`src/common/npcd_pkg.sv`:
```
// Package of constants and types for the NOP and PACKET command decoder
// What this block does
// - NOP always ends aborted, never good
// - NOP subcode zero flushes the queue when the config overlap bit is set
// - NOP subcodes one up keep queue
// - NOP sets abort bit two in error
// - NOP leaves the taskfile registers untouched
// - NOP clears busy, data request; sets ready, error
// - Fault bit set only on device fault
// - Select bit four names selected device
// - PACKET accepted only by packet devices
// - PACKET feature bit one requests overlap
// - PACKET feature bit zero selects DMA data
// - Tag zero to 31 captured when queuing
// - Latch sixteen bit byte count limit
// - Limit unused when the config data bit is clear
// - All ones limit treated as FFFE
`default_nettype none
package npcd_pkg;
  // ==========================================================
  // Register byte offsets on APB
  localparam logic [7:0] OFS_PARAM   = 8'h00;
  localparam logic [7:0] OFS_COUNT   = 8'h04;
  localparam logic [7:0] OFS_ADR_LO  = 8'h08;
  localparam logic [7:0] OFS_ADR_MID = 8'h0c;
  localparam logic [7:0] OFS_ADR_HI  = 8'h10;
  localparam logic [7:0] OFS_UNIT    = 8'h14;
  localparam logic [7:0] OFS_OPCODE  = 8'h18;
  localparam logic [7:0] OFS_FAIL    = 8'h1c;
  localparam logic [7:0] OFS_COND    = 8'h20;
  localparam logic [7:0] OFS_CFG     = 8'h24;
  localparam logic [7:0] OFS_PKT     = 8'h28;
  localparam logic [7:0] OFS_LIMIT   = 8'h2c;
  localparam logic [7:0] OFS_IRQ_ST  = 8'h30;
  localparam logic [7:0] OFS_IRQ_MSK = 8'h34;
  // ==========================================================
  // Opcodes and subcodes
  localparam logic [7:0] OP_NOP      = 8'h00;
  localparam logic [7:0] OP_PACKET   = 8'ha0;
  localparam logic [7:0] SUB_FLUSH   = 8'h00;
  // ==========================================================
  // Bit positions
  localparam int B_BSY  = 7;
  localparam int B_DRDY = 6;
  localparam int B_DF   = 5;
  localparam int B_DRQ  = 3;
  localparam int B_ERR  = 0;
  localparam int B_ABRT = 2;
  localparam int B_DEV  = 4;
  localparam int B_OVL  = 1;
  localparam int B_DMA  = 0;
  localparam int TAG_LSB = 3;
  // Configuration bits
  localparam int C_OWN_DEV = 0;
  localparam int C_PKT_SET = 1;
  localparam int C_OVL_SET = 2;
  localparam int C_QUEUE   = 3;
  localparam int C_DATA    = 4;
  // Interrupt bits
  localparam int I_DONE  = 0;
  localparam int I_FLUSH = 1;
  localparam int I_PKT   = 2;
  // ==========================================================
  // Reset value and limit mapping values
  localparam logic [7:0]  RST_COND   = 8'h40;
  localparam logic [15:0] LIMIT_ONES = 16'hffff;
  localparam logic [15:0] LIMIT_EVEN = 16'hfffe;
  // Busy time while a command is worked on
  localparam int BUSY_NS   = 100;
  localparam int CLK_NS    = 50;
  localparam int BUSY_CYC  = (BUSY_NS + CLK_NS - 1) / CLK_NS;

  typedef enum logic [1:0] {
    NPCD_IDLE = 2'b00,
    NPCD_BUSY = 2'b01,
    NPCD_DONE = 2'b10
  } npcd_state_t;
endpackage
`default_nettype wire

```
`src/verilog/npcd_top.sv`:
```
// Device side NOP and PACKET command decoder with APB registers
`default_nettype none
module npcd_top (
  // Clock and reset
  input  wire logic        i_mclk,
  input  wire logic        i_rst_n,
  // APB slave
  input  wire logic        i_psel,
  input  wire logic        i_penable,
  input  wire logic        i_pwrite,
  input  wire logic [7:0]  i_paddr,
  input  wire logic [31:0] i_pwdata,
  output logic      [31:0] o_prdata,
  output logic             o_pready,
  output logic             o_pslverr,
  // Device side inputs
  input  wire logic        i_fault,
  // Outputs
  output logic             o_irq,
  output logic             o_ovl_req,
  output logic             o_dma_data,
  output logic      [15:0] o_limit,
  output logic             o_limit_apply,
  output logic      [31:0] o_pending
);
  // ==========================================================
  // Registers
  logic [7:0]  param_reg, count_reg, adr_lo_reg, adr_mid_reg;
  logic [7:0]  adr_hi_reg, unit_reg, fail_reg, cond_reg;
  logic [4:0]  cfg_reg;
  logic [2:0]  irq_st_reg, irq_msk_reg;
  logic [7:0]  op_reg;
  logic [1:0]  cnt_reg;
  logic        fault_s1_reg, fault_s2_reg;
  npcd_pkg::npcd_state_t state_reg;
  logic        wr, rd, cmd_wr, own, is_nop, is_pkt, pkt_ok;
  logic        done, flush, pkt_go;
  logic [7:0]  sel;
  logic [31:0] rdata;
  logic [2:0]  irq_ev, irq_clr;

  assign wr     = i_psel && i_penable && i_pwrite;
  assign rd     = i_psel && i_penable && !i_pwrite;
  assign own    = unit_reg[npcd_pkg::B_DEV] ==
                  cfg_reg[npcd_pkg::C_OWN_DEV];
  assign cmd_wr = wr && i_paddr == npcd_pkg::OFS_OPCODE && own &&
                  state_reg == npcd_pkg::NPCD_IDLE;
  assign is_nop = op_reg == npcd_pkg::OP_NOP;
  assign is_pkt = op_reg == npcd_pkg::OP_PACKET;
  assign pkt_ok = is_pkt && cfg_reg[npcd_pkg::C_PKT_SET];
  assign done   = state_reg == npcd_pkg::NPCD_BUSY &&
                  cnt_reg == 2'(npcd_pkg::BUSY_CYC - 1);
  assign flush  = done && is_nop && cfg_reg[npcd_pkg::C_OVL_SET] &&
                  param_reg == npcd_pkg::SUB_FLUSH;
  assign pkt_go = done && pkt_ok;

  // ==========================================================
  // Fault pin synchroniser
  always_ff @(posedge i_mclk) begin
    if (!i_rst_n) begin
      fault_s1_reg <= 1'b0;
      fault_s2_reg <= 1'b0;
    end else begin
      fault_s1_reg <= i_fault;
      fault_s2_reg <= fault_s1_reg;
    end
  end

  // ==========================================================
  // Host written taskfile; commands never write these back
  always_ff @(posedge i_mclk) begin
    if (!i_rst_n) begin
      param_reg   <= 8'h00;
      count_reg   <= 8'h00;
      adr_lo_reg  <= 8'h00;
      adr_mid_reg <= 8'h00;
      adr_hi_reg  <= 8'h00;
      unit_reg    <= 8'h00;
      cfg_reg     <= 5'h00;
      irq_msk_reg <= 3'h0;
    end else if (wr && state_reg == npcd_pkg::NPCD_IDLE) begin
      case (i_paddr)
        npcd_pkg::OFS_PARAM:   param_reg   <= i_pwdata[7:0];
        npcd_pkg::OFS_COUNT:   count_reg   <= i_pwdata[7:0];
        npcd_pkg::OFS_ADR_LO:  adr_lo_reg  <= i_pwdata[7:0];
        npcd_pkg::OFS_ADR_MID: adr_mid_reg <= i_pwdata[7:0];
        npcd_pkg::OFS_ADR_HI:  adr_hi_reg  <= i_pwdata[7:0];
        npcd_pkg::OFS_UNIT:    unit_reg    <= i_pwdata[7:0];
        npcd_pkg::OFS_CFG:     cfg_reg     <= i_pwdata[4:0];
        npcd_pkg::OFS_IRQ_MSK: irq_msk_reg <= i_pwdata[2:0];
        default: ;
      endcase
    end
  end

  // ==========================================================
  // Command sequencer
  always_ff @(posedge i_mclk) begin
    if (!i_rst_n) begin
      state_reg <= npcd_pkg::NPCD_IDLE;
      op_reg    <= 8'h00;
      cnt_reg   <= 2'h0;
    end else begin
      case (state_reg)
        npcd_pkg::NPCD_IDLE: begin
          cnt_reg <= 2'h0;
          if (cmd_wr) begin
            op_reg    <= i_pwdata[7:0];
            state_reg <= npcd_pkg::NPCD_BUSY;
          end
        end
        npcd_pkg::NPCD_BUSY: begin
          cnt_reg <= cnt_reg + 2'h1;
          if (done) begin
            state_reg <= npcd_pkg::NPCD_DONE;
          end
        end
        npcd_pkg::NPCD_DONE: state_reg <= npcd_pkg::NPCD_IDLE;
        default:             state_reg <= npcd_pkg::NPCD_IDLE;
      endcase
    end
  end

  // ==========================================================
  // Error and status
  always_ff @(posedge i_mclk) begin
    if (!i_rst_n) begin
      fail_reg <= 8'h00;
      cond_reg <= npcd_pkg::RST_COND;
    end else if (cmd_wr) begin
      // Busy alone while the command is worked on
      cond_reg                  <= 8'h00;
      cond_reg[npcd_pkg::B_BSY] <= 1'b1;
      fail_reg                  <= 8'h00;
    end else if (done) begin
      cond_reg <= 8'h00;
      cond_reg[npcd_pkg::B_DRDY] <= 1'b1;
      cond_reg[npcd_pkg::B_DF] <= fault_s2_reg;
      if (!pkt_ok) begin
        cond_reg[npcd_pkg::B_ERR] <= 1'b1;
        fail_reg <= 8'h00 | (8'h01 << npcd_pkg::B_ABRT);
      end else begin
        cond_reg[npcd_pkg::B_DRQ] <= 1'b1;
      end
    end
  end

  // ==========================================================
  // PACKET flags
  always_ff @(posedge i_mclk) begin
    if (!i_rst_n) begin
      o_ovl_req  <= 1'b0;
      o_dma_data <= 1'b0;
    end else if (pkt_go) begin
      o_ovl_req  <= param_reg[npcd_pkg::B_OVL];
      o_dma_data <= param_reg[npcd_pkg::B_DMA];
    end
  end

  npcd_limit u_limit (
    .i_mclk     (i_mclk),
    .i_rst_n    (i_rst_n),
    .i_load     (pkt_go),
    .i_has_data (cfg_reg[npcd_pkg::C_DATA]),
    .i_raw      ({adr_hi_reg, adr_mid_reg}),
    .o_limit    (o_limit),
    .o_apply    (o_limit_apply)
  );

  npcd_queue u_queue (
    .i_mclk    (i_mclk),
    .i_rst_n   (i_rst_n),
    .i_add     (pkt_go && cfg_reg[npcd_pkg::C_QUEUE]),
    .i_tag     (count_reg[7:npcd_pkg::TAG_LSB]),
    .i_flush   (flush),
    .o_pending (o_pending)
  );

  // ==========================================================
  // Interrupt events by bit position
  always_comb begin
    irq_ev                    = 3'h0;
    irq_ev[npcd_pkg::I_DONE]  = done;
    irq_ev[npcd_pkg::I_FLUSH] = flush;
    irq_ev[npcd_pkg::I_PKT]   = pkt_go;
  end
  // Only bits that the read returned are cleared, so an event
  // landing between setup and access is not lost
  assign irq_clr = (rd && i_paddr == npcd_pkg::OFS_IRQ_ST) ?
                   o_prdata[2:0] : 3'h0;

  // ==========================================================
  // Interrupts; set wins over read clear
  always_ff @(posedge i_mclk) begin
    if (!i_rst_n) begin
      irq_st_reg <= 3'h0;
      o_irq      <= 1'b0;
    end else begin
      irq_st_reg <= (irq_st_reg & ~irq_clr) | irq_ev;
      o_irq      <= |(irq_st_reg & irq_msk_reg);
    end
  end

  // ==========================================================
  // APB read; zero wait, unmapped reads zero with error
  always_comb begin
    rdata = 32'h0;
    case (i_paddr)
      npcd_pkg::OFS_COUNT:   rdata[7:0] = count_reg;
      npcd_pkg::OFS_ADR_LO:  rdata[7:0] = adr_lo_reg;
      npcd_pkg::OFS_ADR_MID: rdata[7:0] = adr_mid_reg;
      npcd_pkg::OFS_ADR_HI:  rdata[7:0] = adr_hi_reg;
      npcd_pkg::OFS_UNIT:    rdata[7:0] = unit_reg;
      npcd_pkg::OFS_FAIL:    rdata[7:0] = fail_reg;
      npcd_pkg::OFS_COND:    rdata[7:0] = cond_reg;
      npcd_pkg::OFS_CFG:     rdata[4:0] = cfg_reg;
      npcd_pkg::OFS_PKT:     rdata[1:0] = {o_ovl_req, o_dma_data};
      npcd_pkg::OFS_LIMIT:   rdata[15:0] = o_limit;
      npcd_pkg::OFS_IRQ_ST:  rdata[2:0] = irq_st_reg;
      npcd_pkg::OFS_IRQ_MSK: rdata[2:0] = irq_msk_reg;
      default:               rdata = 32'h0;
    endcase
  end

  assign sel = i_paddr;

  always_ff @(posedge i_mclk) begin
    if (!i_rst_n) begin
      o_prdata  <= 32'h0;
      o_pready  <= 1'b0;
      o_pslverr <= 1'b0;
    end else begin
      o_pready  <= i_psel && !i_penable;
      o_prdata  <= rdata;
      o_pslverr <= i_psel && !i_penable &&
                   (sel > npcd_pkg::OFS_IRQ_MSK || sel[1:0] != 2'b00);
    end
  end

  // ==========================================================
  // Checks
  // NOP never good
  property p_nop_err;
    @(posedge i_mclk) disable iff (!i_rst_n)
    (done && is_nop) |=> cond_reg[npcd_pkg::B_ERR] &&
      !cond_reg[npcd_pkg::B_BSY];
  endproperty
  a_nop_err: assert property (p_nop_err)
    else $error("nop not aborted");
  property p_abrt;
    @(posedge i_mclk) disable iff (!i_rst_n)
    (done && is_nop) |=> fail_reg == (8'h01 << npcd_pkg::B_ABRT);
  endproperty
  a_abrt: assert property (p_abrt)
    else $error("abort bit wrong");
  property p_stat;
    @(posedge i_mclk) disable iff (!i_rst_n)
    (done && is_nop) |=> cond_reg[npcd_pkg::B_DRDY] &&
      !cond_reg[npcd_pkg::B_DRQ];
  endproperty
  a_stat: assert property (p_stat)
    else $error("nop status wrong");
  property p_cmpl;
    @(posedge i_mclk) disable iff (!i_rst_n)
    cmd_wr |-> ##3 (!cond_reg[npcd_pkg::B_BSY] &&
      cond_reg[npcd_pkg::B_DRDY]);
  endproperty
  a_cmpl: assert property (p_cmpl)
    else $error("command did not complete");
  property p_df;
    @(posedge i_mclk) disable iff (!i_rst_n)
    done |=> cond_reg[npcd_pkg::B_DF] == $past(fault_s2_reg);
  endproperty
  a_df: assert property (p_df)
    else $error("fault bit wrong");
  property p_keep;
    @(posedge i_mclk) disable iff (!i_rst_n)
    (state_reg != npcd_pkg::NPCD_IDLE) |=> $stable(count_reg) &&
      $stable(adr_lo_reg) && $stable(adr_mid_reg) &&
      $stable(adr_hi_reg) && $stable(unit_reg);
  endproperty
  a_keep: assert property (p_keep)
    else $error("taskfile changed");
  property p_keepq;
    @(posedge i_mclk) disable iff (!i_rst_n)
    (done && is_nop && param_reg != npcd_pkg::SUB_FLUSH) |=>
      $stable(o_pending);
  endproperty
  a_keepq: assert property (p_keepq)
    else $error("queue touched");
  property p_other;
    @(posedge i_mclk) disable iff (!i_rst_n)
    (wr && i_paddr == npcd_pkg::OFS_OPCODE && !own &&
      state_reg == npcd_pkg::NPCD_IDLE) |=>
      state_reg == npcd_pkg::NPCD_IDLE;
  endproperty
  a_other: assert property (p_other)
    else $error("foreign command run");
  property p_pkt;
    @(posedge i_mclk) disable iff (!i_rst_n)
    (done && is_pkt && !cfg_reg[npcd_pkg::C_PKT_SET]) |=>
      cond_reg[npcd_pkg::B_ERR];
  endproperty
  a_pkt: assert property (p_pkt)
    else $error("packet accepted wrongly");
  property p_pkt_ok;
    @(posedge i_mclk) disable iff (!i_rst_n)
    (done && pkt_ok) |=> cond_reg[npcd_pkg::B_DRQ] &&
      !cond_reg[npcd_pkg::B_ERR];
  endproperty
  a_pkt_ok: assert property (p_pkt_ok)
    else $error("packet refused wrongly");
  property p_ovl;
    @(posedge i_mclk) disable iff (!i_rst_n)
    pkt_go |=> o_ovl_req == $past(param_reg[npcd_pkg::B_OVL]);
  endproperty
  a_ovl: assert property (p_ovl)
    else $error("overlap flag wrong");
  property p_sel;
    @(posedge i_mclk) disable iff (!i_rst_n)
    (rd && i_paddr == npcd_pkg::OFS_UNIT) |=>
      o_prdata[npcd_pkg::B_DEV] == $past(unit_reg[npcd_pkg::B_DEV]);
  endproperty
  a_sel: assert property (p_sel)
    else $error("select bit wrong");
  property p_dma;
    @(posedge i_mclk) disable iff (!i_rst_n)
    pkt_go |=> o_dma_data == $past(param_reg[npcd_pkg::B_DMA]);
  endproperty
  a_dma: assert property (p_dma)
    else $error("dma flag wrong");
endmodule
`default_nettype wire

```
`src/verilog/npcd_limit.sv`:
```
// Byte count limit interpretation for PACKET PIO data
`default_nettype none
module npcd_limit (
  // Clock and reset
  input  wire logic        i_mclk,
  input  wire logic        i_rst_n,
  // Control
  input  wire logic        i_load,
  input  wire logic        i_has_data,
  input  wire logic [15:0] i_raw,
  // Result
  output logic      [15:0] o_limit,
  output logic             o_apply
);
  // ==========================================================
  // Limit latch
  always_ff @(posedge i_mclk) begin
    if (!i_rst_n) begin
      o_limit <= 16'h0000;
      o_apply <= 1'b0;
    end else if (i_load) begin
      o_limit <= (i_raw == npcd_pkg::LIMIT_ONES) ?
                 npcd_pkg::LIMIT_EVEN : i_raw;
      o_apply <= i_has_data;
    end
  end

  property p_ones;
    @(posedge i_mclk) disable iff (!i_rst_n)
    (i_load && i_raw == 16'hffff) |=> (o_limit == 16'hfffe);
  endproperty
  a_ones: assert property (p_ones)
    else $error("all ones limit not mapped");
  property p_apply;
    @(posedge i_mclk) disable iff (!i_rst_n)
    i_load |=> (o_apply == $past(i_has_data));
  endproperty
  a_apply: assert property (p_apply)
    else $error("limit apply wrong");
endmodule
`default_nettype wire

```
`src/verilog/npcd_queue.sv`:
```
// Outstanding queued command tracker for the overlapped feature set
`default_nettype none
module npcd_queue #(
  parameter int DEPTH = 32
) (
  // Clock and reset
  input  wire logic        i_mclk,
  input  wire logic        i_rst_n,
  // Control
  input  wire logic        i_add,
  input  wire logic [4:0]  i_tag,
  input  wire logic        i_flush,
  // State
  output logic      [31:0] o_pending
);
  // ==========================================================
  // Pending bitmap; tag range is always 0 to 31
  always_ff @(posedge i_mclk) begin
    if (!i_rst_n) begin
      o_pending <= 32'h0000_0000;
    end else if (i_flush) begin
      o_pending <= 32'h0000_0000;
    end else if (i_add) begin
      o_pending[i_tag] <= 1'b1;
    end
  end

  property p_flush;
    @(posedge i_mclk) disable iff (!i_rst_n)
    i_flush |=> (o_pending == 32'h0);
  endproperty
  a_flush: assert property (p_flush)
    else $error("flush left commands");
  property p_tag;
    @(posedge i_mclk) disable iff (!i_rst_n)
    (i_add && !i_flush) |=> o_pending[$past(i_tag)];
  endproperty
  a_tag: assert property (p_tag)
    else $error("tag not captured");
endmodule
`default_nettype wire

```
`config.mk`:
```
export PLATFORM = sky130hd
export DESIGN_NAME = npcd_top
export DESIGN_NICKNAME = d
export VERILOG_FILES = /design/src/common/npcd_pkg.sv /design/src/verilog/npcd_top.sv /design/src/verilog/npcd_limit.sv /design/src/verilog/npcd_queue.sv
export SDC_FILE = /design/constraint.sdc
export NUM_CORES = 1
export LEC_CHECK = 0
export ABC_AREA = 0
export BUFFER_PORTS_ARGS = -buffer_cell sky130_fd_sc_hd__buf_2
export CELL_PAD_IN_SITES_DETAIL_PLACEMENT = 1
export CELL_PAD_IN_SITES_GLOBAL_PLACEMENT = 2
export CORE_MARGIN = 1
export CORE_UTILIZATION = 35
export CTS_CLUSTER_DIAMETER = 80
export DETAILED_ROUTE_END_ITERATION = 6
export HOLD_SLACK_MARGIN = 0.05
export PLACE_DENSITY = 0.88
export SETUP_SLACK_MARGIN = 0.2
export SYNTH_ARGS = -nofsm -noshare
export SYNTH_HDL_FRONTEND = slang
export SYNTH_SLANG_ARGS = --single-unit
```
`constraint.sdc`:
```
create_clock -name i_mclk -period 4.95 [get_ports i_mclk]
set_input_delay 0.7425 -clock i_mclk [delete_from_list [all_inputs] [get_ports i_mclk]]
set_output_delay 0.7425 -clock i_mclk [all_outputs]
set_load 0.02 [all_outputs]
```
=== Word-level counts from Yosys, hierarchy flattened ===
Cells that the tools add are included.

* Output and inout bits: 86
* Flip-flop bits (word level): 165
* Input bits: 46

* Magnitude comparators: 3
* Equal/unequal tests: 20
* Add/subtract/negate cells: 1
* Bitwise operators: 7
* Multiplexer cells: 16
* Reductions and logical operators: 43

{| class="wikitable"
|+ Operators by type and width
! operator !! number
|-
| $eq A8 B6 Y1 const B || 6
|-
| $eq A8 B5 Y1 const B || 4
|-
| $or A32 B32 Y32 || 1
|-
| $logic_not A8 Y1 || 3
|-
| $reduce_and A2 Y1 || 12
|-
| $pmux W2 S11 || 1
|-
| $pmux W3 S7 || 1
|-
| $logic_and A1 B1 Y1 || 18
|-
| $eq A16 B16 Y1 const B || 1
|-
| $eq A8 B4 Y1 const B || 2
|-
| $mux W16 || 1
|-
| $mux W8 || 2
|-
| $pmux W2 S8 || 1
|-
| $pmux W1 S10 || 1
|-
| $eq A8 B3 Y1 const B || 1
|-
| $eq A8 B8 Y1 const B || 1
|-
| $gt A8 B6 Y1 const B || 1
|-
| $pmux W2 S2 || 2
|-
| $and A3 B3 Y3 || 2
|-
| $lt A5 B6 Y1 const B || 1
|-
| $reduce_bool A2 Y1 || 3
|-
| $demux W1 S5 || 1
|-
| $ge A5 B1 Y1 const B || 1
|-
| $eq A2 B1 Y1 const B || 2
|-
| other kinds (14) || 21
|}

=== Logic depth before layout (Yosys ltp) ===
Gate-level depths: netlist of the first run.

* Depth after elaboration: 7
* Mapped depth: 9
* Depth with buffers taken out: 6

=== Modules after synthesis ===
Synthesis of the first run repeated with hierarchy kept, for this count alone.

* Cell total of the unflattened synthesis: 631
* Area total of the unflattened synthesis: 6493.7 µm²

{| class="wikitable"
|+ Modules (own cells, without submodules)
! module !! instances !! area an instance (µm²) !! cells an instance
|-
| npcd_top || 1 || 4659.5 || 487
|-
| npcd_queue || 1 || 1152.4 || 84
|-
| npcd_limit || 1 || 681.9 || 60
|}

=== Least setup slack after synthesis of the first run ===
OpenSTA, ideal clock, no wires.

* Path type: input to register
* Start point: in i_paddr[0]
* End point: reg unit_reg[0]
* Arrival: 2.266 ns
* Buffers on the path: 2
* Stages: 6
* Required time: 4.822 ns
* Setup slack: 2.557 ns
* Cells stage by stage: buf_2 or4b_1 buf_2 nor4_4 mux2i_1 nor2_1

* Word-level cells in the longest chain between the ends: 2

{| class="wikitable"
|+ Ends and longest elaborated chain
! element !! line !! source
|-
| start: declaration || npcd_top.sv:11 || <nowiki>input wire logic [7:0] i_paddr,</nowiki>
|-
| $eq A8 B5 Y1 || npcd_top.sv:82 || <nowiki>case (i_paddr)</nowiki>
|-
| $reduce_and A2 Y1 (no source line) || -- ||
|-
| end signal: assignment || npcd_top.sv:88 || <nowiki>npcd_pkg::OFS_UNIT: unit_reg <= i_pwdata[7:0];</nowiki>
|-
| end: declaration || npcd_top.sv:29 || <nowiki>logic [7:0] adr_hi_reg, unit_reg, fail_reg, cond_reg;</nowiki>
|}

Every way passes these cells.
A chain may end at the register's enable or synchronous reset.

=== Worst setup path in the final report of the first run ===
* Start point: in i_paddr[4]
* End point: reg unit_reg[5]

Same word-level chain as after synthesis.

==> results.sh, run 1 <==
export IMPL_status="finished clean"
export IMPL_hp_class="register to register"
export IMPL_finalInstanceArea_um2=7430
export IMPL_worstMarginPinSlew_ns=1.29
export IMPL_synth_main_ff_cell="dfxtp_1"
export IMPL_wl_per_cell_um=20.3
export IMPL_top_regs="u_queue.o_pending: 32 flops, o_prdata: 16 flops, u_limit.o_limit: 16 flops"
export IMPL_clk_pin_slew_ns=0.06
export IMPL_regToRegEndpoint="adr_mid_reg[3]"
export IMPL_crit_required_ns=5.21
export IMPL_core_area_um2=17500
export IMPL_areaGrowthSynthToFinish_pct=17.2
export IMPL_cp_top_family="simple AND/OR/NAND/NOR gates"
export IMPL_max_freq_mhz=363
export IMPL_power_frac_seq=0.461
export IMPL_yosys_warnings=0
export IMPL_port_buffers=91
export IMPL_numCtsBuffers=17
export IMPL_cts_tree="built"
export IMPL_synth_enable_flop_cells=0
export IMPL_crit_arrival_ns=3.01
export IMPL_min_to="cond_reg[5]"
export IMPL_critPathBufInv=1
export IMPL_drc=0
export IMPL_syn_area_um2=6340
export IMPL_drt_pass1_iterations=4
export IMPL_hold_viol=0
export IMPL_die_area_um2=18600
export IMPL_die_h_um=137
export IMPL_root_buffer="clkbuf_16"
export IMPL_syn_mean_instance_area_um2=9.12
export IMPL_place_hpwl_um=13800
export IMPL_crit_slowest_cell="nor4_4"
export IMPL_synthArstFlopShare=0
export IMPL_drt_iter0_markers=320
export IMPL_rsz0062_at_grt="no"
export IMPL_place_congestion=0.861
export IMPL_num_fill_cells=2035
export IMPL_met3_usage=0.0430
export IMPL_grt_max_degree=67
export IMPL_post_cts_buffers=0
export IMPL_largest_register_ffs=32
export IMPL_final_cell_mix="dfxtp_1, nor2_1, buf_2"
export IMPL_routed_wl_um=20200
export IMPL_viasPerCell=5.40
export IMPL_worstHoldStart="fault_s2_reg"
export IMPL_die_w_um=137
export IMPL_cpPeakStageDelay_ns=0.80
export IMPL_use_met1=0.275
export IMPL_skew_ns=0.00953
export IMPL_gr_total_overflow=0
export IMPL_worst_setup_path_start_kind="input port"
export IMPL_path_max_fanout=24
export IMPL_rows=48
export IMPL_startpoint="i_paddr[4]"
export IMPL_ff2ff_setup_slack_ns=2.23
export IMPL_dr_total_vias=5360
export IMPL_slew_violations=0
export IMPL_holdPathStages=2
export IMPL_io_pins=132
export IMPL_setup_viol=0
export IMPL_top_usage_layer="met2"
export IMPL_ys_seq_area_frac=0.471
export IMPL_cp_depth=5
export IMPL_path_cells="buf_2, or4b_1, nor4_4, mux2i_1, nor2_1"
export IMPL_power_frac_clock=0.500
export IMPL_switchingPower_mw=0.600
export IMPL_power_leakage_nw=2.81
export IMPL_p_int_mw=2.01
export IMPL_start_util=0.363
export IMPL_min_period_ns=2.75
export IMPL_antenna_found_initial=0
export IMPL_power_density_nw_per_um2=351
export IMPL_maxCapViolCount=0
export IMPL_cp_end_kind="register"
export IMPL_peakVddDrop_mv=0.232
export IMPL_swShare=0.230
export IMPL_place_area_um2=6840
export IMPL_h_tree_depth=4
export IMPL_clockBufferDepth=2
export IMPL_use_met2=0.382
export IMPL_synth_cells=695
export IMPL_ant_nets=0
export IMPL_ys_types=59
export IMPL_tns_ns=0
export IMPL_cts_resized_gates=0
export IMPL_mostFrequentLayoutCell="dfxtp_1"
export IMPL_synth_seq_cells=149
export IMPL_cts_hold_buf=0
export IMPL_slew_headroom=0.139
export IMPL_cts_sink_count=149
export IMPL_r2r_start="state_reg[0]"
export IMPL_rr_worst_depth=4
export IMPL_n_antenna_cell=0
export IMPL_clk_latency_ns=0.43
export IMPL_drive_gt1_frac=0.201
export IMPL_final_nets=803
export IMPL_top_register="u_queue.o_pending"
export IMPL_fin_crit_sh=0.556
export IMPL_crit_type="input port to register"
export IMPL_gr_usage_all_layers=0.225
export IMPL_grt_pass1_wl_um=31100
export IMPL_p_comb_frac=0.040
export IMPL_grt_pass1_vias=5519
## Yosys cell counts (4+ instances only)
library cell	n	area (um2)
dfxtp_1	149	2980
nor2_1	108	405
mux2i_1	64	641
nand2_1	58	218
a21oi_1	43	215
a31oi_1	38	238
clkbuf_1	36	135
nand3_1	20	100
buf_4	17	128
o21ai_0	16	80.1
and2_1	13	81.3
buf_2	10	50.1
mux2_2	8	90.1
and3_1	6	37.5
inv_1	6	22.5
nor4_1	6	37.5
a22oi_1	5	37.5
nand4_1	5	31.3
nor2b_1	5	31.3
nor3b_1	5	37.5
nor4_4	5	106
or4_1	5	37.5
and3b_1	4	35.0
buf_1	4	15.0
nor3_1	4	20.0
## through the flow
step	power (mW)	hold slack [ns]	std cells	utilization	setup WS, ns
final	2.61	0.456	993	0.425	2.20
after global routing	2.68	0.480	993	0.425	2.07
after global placement	1.33	0.429	962	0.391	1.83
after CTS	2.63	0.457	993	0.425	2.20
after detailed placement	1.33	0.456	962	0.391	1.77
after floorplan	1.31	0.412	710	-	2.56
## routing by layer
layer	wire length (um)	share of wire	up-vias
met5	0	0	-
met4	482	0.024	0
met3	1080	0.053	31
met2	9920	0.49	160
met1	8670	0.43	2630
li1	-	-	2539
## power groups by stage
stage | registers (mW) | logic [mW] | clock network [mW]
after global placement | 1.23 | 0.0988 | 0
after global routing | 1.20 | 0.109 | 1.37
after floorplan | 1.23 | 0.0768 | 0
final | 1.20 | 0.103 | 1.30
after detailed placement | 1.23 | 0.102 | 0
after CTS | 1.20 | 0.102 | 1.32
## cell type report
type | instances | area [um2] | share of cell area
Tap cell | 225 | 282 | 0.0379
Timing Repair Buffer | 96 | 493 | 0.0664
Inverter | 6 | 22.5 | 0.00303
Multi-Input combinational cell | 486 | 3060 | 0.412
Clock inverter | 10 | 119 | 0.0160
Sequential cell | 149 | 2980 | 0.402
Clock buffer | 21 | 470 | 0.0634
## worst min-delay path: stages (launching register included)
cell	delay, ns
dfxtp_1	0.30
nand2_1	0.05
a21oi_1	0.05
## cells by family (layout without fill, tap and decap cells)
kind of cell | after synthesis | after routing | share of synthesized area
buffers and inverters | 75 | 133 | 0.0579
and+or+nand+nor | 268 | 268 | 0.222
other | 1 | 16 | 0.000592
adders and majority gates | 1 | 1 | 0.00197
DFF | 149 | 149 | 0.471
muxes | 75 | 75 | 0.126
AOI/OAI and AO/OA | 125 | 125 | 0.120
xor gates and xnor gates | 1 | 1 | 0.00138
## worst max path at each step
stage	slack, ns	endpoint
floorplan	2.56	unit_reg[0]
global placement	1.83	adr_mid_reg[0]
detailed placement	1.77	adr_mid_reg[5]
CTS	2.20	adr_mid_reg[3]
global route	2.07	unit_reg[4]
finish	2.20	unit_reg[5]
No activity file was read; power rests on OpenSTA's default activity.
==> run 2, diff against run 1 <==
ABC_AREA = 1   (was 0)
CORE_UTILIZATION = 28   (was 35)
PLACE_DENSITY = 0.8   (was 0.88)
clock period = 2.5 ns   (was 4.95 ns; I/O delays follow)
==> run 2 against run 1 <==
Critical endpoint is now u_queue.o_pending[29]. Combinational power grew 83%. Area after synthesis up 1.1%. Clock-buffer cell count shrank 4.
==> results.sh, run 2 <==
export IMPL_gr_usage_all_layers=0.170
export IMPL_rows=54
export IMPL_final_nets=969
export IMPL_mostFrequentLayoutCell="nor2_1"
export IMPL_drt_pass1_iterations=4
export IMPL_core_area_um2=22200
export IMPL_largest_register_ffs=32
export IMPL_antenna_found_initial=0
export IMPL_syn_mean_instance_area_um2=7.67
export IMPL_clk_pin_slew_ns=0.07
export IMPL_ff2ff_setup_slack_ns=0.70
export IMPL_ys_types=33
export IMPL_n_antenna_cell=0
export IMPL_synth_main_ff_cell="dfxtp_1"
export IMPL_yosysMostFrequentCell="nor2_1"
export IMPL_switchingPower_mw=1.30
export IMPL_setup_ws_ns=0.700
export IMPL_grt_max_degree=55
export IMPL_grt_pass1_vias=5653
export IMPL_syn_area_um2=6410
export IMPL_gr_total_overflow=0
export IMPL_drive_gt1_frac=0.202
export IMPL_synth_top_area_cell="dfxtp_1"
export IMPL_power_leakage_nw=3.30
export IMPL_r2r_start="cnt_reg[0]"
export IMPL_synth_top_cell_area_share=0.465
export IMPL_place_inst=1183
export IMPL_cts_resized_gates=0
export IMPL_worstHoldStart="i_penable"
export IMPL_power_density_nw_per_um2=686
export IMPL_numCtsBuffers=17
export IMPL_status="finished clean"
export IMPL_swShare=0.249
export IMPL_fin_total_pwr_mw=5.23
export IMPL_min_period_ns=1.80
export IMPL_power_frac_clock=0.510
export IMPL_clk_latency_ns=0.43
export IMPL_clockBufferDepth=2
export IMPL_hold_slack_ns=0.131
export IMPL_worst_setup_path_start_kind="register"
export IMPL_ant_nets=0
export IMPL_drc=0
export IMPL_slew_violations=0
export IMPL_cp_end_kind="register"
export IMPL_ys_seq_area_frac=0.465
export IMPL_port_buffers=91
export IMPL_tns_ns=0
export IMPL_io_pins=132
export IMPL_die_w_um=153
export IMPL_areaGrowthSynthToFinish_pct=19.1
export IMPL_skew_ns=0.0129
export IMPL_min_to="o_pready"
export IMPL_top_regs="u_queue.o_pending: 32 flops, o_prdata: 16 flops, u_limit.o_limit: 16 flops"
export IMPL_place_area_um2=7020
export IMPL_die_h_um=153
export IMPL_routed_wl_um=19200
export IMPL_hp_class="input port to register"
export IMPL_synth_cells=836
export IMPL_synth_enable_flop_cells=0
export IMPL_worstMarginPinSlew_ns=0.655
export IMPL_hold_viol=0
export IMPL_finish_utilization=0.344
export IMPL_synth_commonest_cells="nor2_1, dfxtp_1, nand2_1"
export IMPL_crit_type="register to register"
export IMPL_cts_hold_buf=0
export IMPL_rr_worst_depth=8
export IMPL_post_cts_buffers=0
export IMPL_final_cell_mix="nor2_1, dfxtp_1, nand2_1"
export IMPL_cts_sink_count=149
export IMPL_peakVddDrop_mv=0.382
export IMPL_h_tree_depth=4
export IMPL_path_max_fanout=32
export IMPL_maxCapViolCount=0
export IMPL_synth_seq_cells=149
export IMPL_p_int_mw=3.93
export IMPL_start_util=0.289
export IMPL_regToRegEndpoint="u_queue.o_pending[29]"
export IMPL_drt_iter0_markers=231
export IMPL_synthTopCellsByArea="dfxtp_1, nor2_1, nand2_1"
export IMPL_place_hpwl_um=13800
export IMPL_die_area_um2=23500
export IMPL_holdPathStages=2
export IMPL_viasPerCell=4.60
export IMPL_p_comb_frac=0.036
export IMPL_instances_no_fill=1215
export IMPL_crit_arrival_ns=2.15
export IMPL_crit_required_ns=2.85
export IMPL_dp_slack_ns=0.580
export IMPL_fin_crit_sh=0.720
export IMPL_setup_viol=0
export IMPL_max_freq_mhz=556
export IMPL_grt_pass1_wl_um=31000
export IMPL_root_buffer="clkbuf_16"
export IMPL_cts_tree="built"
export IMPL_rsz0062_at_grt="no"
export IMPL_slew_headroom=0.562
export IMPL_wl_per_cell_um=15.8
export IMPL_yosys_warnings=0
export IMPL_place_congestion=0.774
export IMPL_synthArstFlopShare=0
export IMPL_dr_total_vias=5591
export IMPL_power_frac_seq=0.454
export IMPL_top_register="u_queue.o_pending"
export IMPL_finalInstanceArea_um2=7630
run 2: power by group through the flow:
stage               Sequential, mW  Clock [mW]  Combinational (mW)
floorplan                     2.43           0               0.132
global placement              2.43           0               0.188
detailed placement            2.43           0               0.189
CTS                           2.38        2.73               0.190
global route                  2.38        2.84               0.205
finish                        2.38        2.67               0.189
run 2: worst max-delay path by stage:
stage | startpoint | to | slack [ns] | cells after the start
2_1_floorplan | i_paddr[1] | param_reg[5] | 1.09 | 7
3_3_place_gp | i_paddr[7] | cond_reg[6] | 0.62 | 8
3_5_place_dp | i_paddr[7] | cond_reg[6] | 0.58 | 8
4_1_cts | cnt_reg[0] | u_queue.o_pending[29] | 0.68 | 8
5_1_grt | state_reg[0] | u_queue.o_pending[29] | 0.52 | 9
6_report | cnt_reg[0] | u_queue.o_pending[29] | 0.70 | 8
run 2: cell families (layout without fill, tap and decap cells):
family / after synthesis / in the layout / share of synthesized area
AND/OR/NAND/NOR: 392 / 392 / 0.279
AO/OA/AOI/OAI: 161 / 161 / 0.153
flip-flops: 149 / 149 / 0.465
buffers and inverters: 132 / 216 / 0.101
adder cells (fa/ha/maj): 1 / 1 / 0.00195
other: 1 / 16 / 0.000585
run 2: cell type report:
class	count	area, um2
Inverter	86	328
Sequential cell	149	2980
Clock inverter	15	185
Timing Repair Buffer	98	520
Fill cell	2758	14500
Tap cell	280	350
Clock buffer	17	425
Multi-Input combinational cell	570	2840
run 2: per-layer routing:
metal  vias to the layer above  track usage  part of all wire
li1                       2850            -                 -
met1                      2646        0.226              0.50
met2                        82        0.281              0.46
met3                        13       0.0272             0.028
met4                         0       0.0524             0.013
met5                         -            0                 0
run 2: worst max-delay path, cell delays in order (launching register included):
cell,delay (ns)
dfxtp_1,0.36
ha_1,0.22
nand2_4,0.12
nor2_4,0.15
nand2_4,0.16
nor2_4,0.12
buf_4,0.33
nand2_1,0.11
a21oi_1,0.14
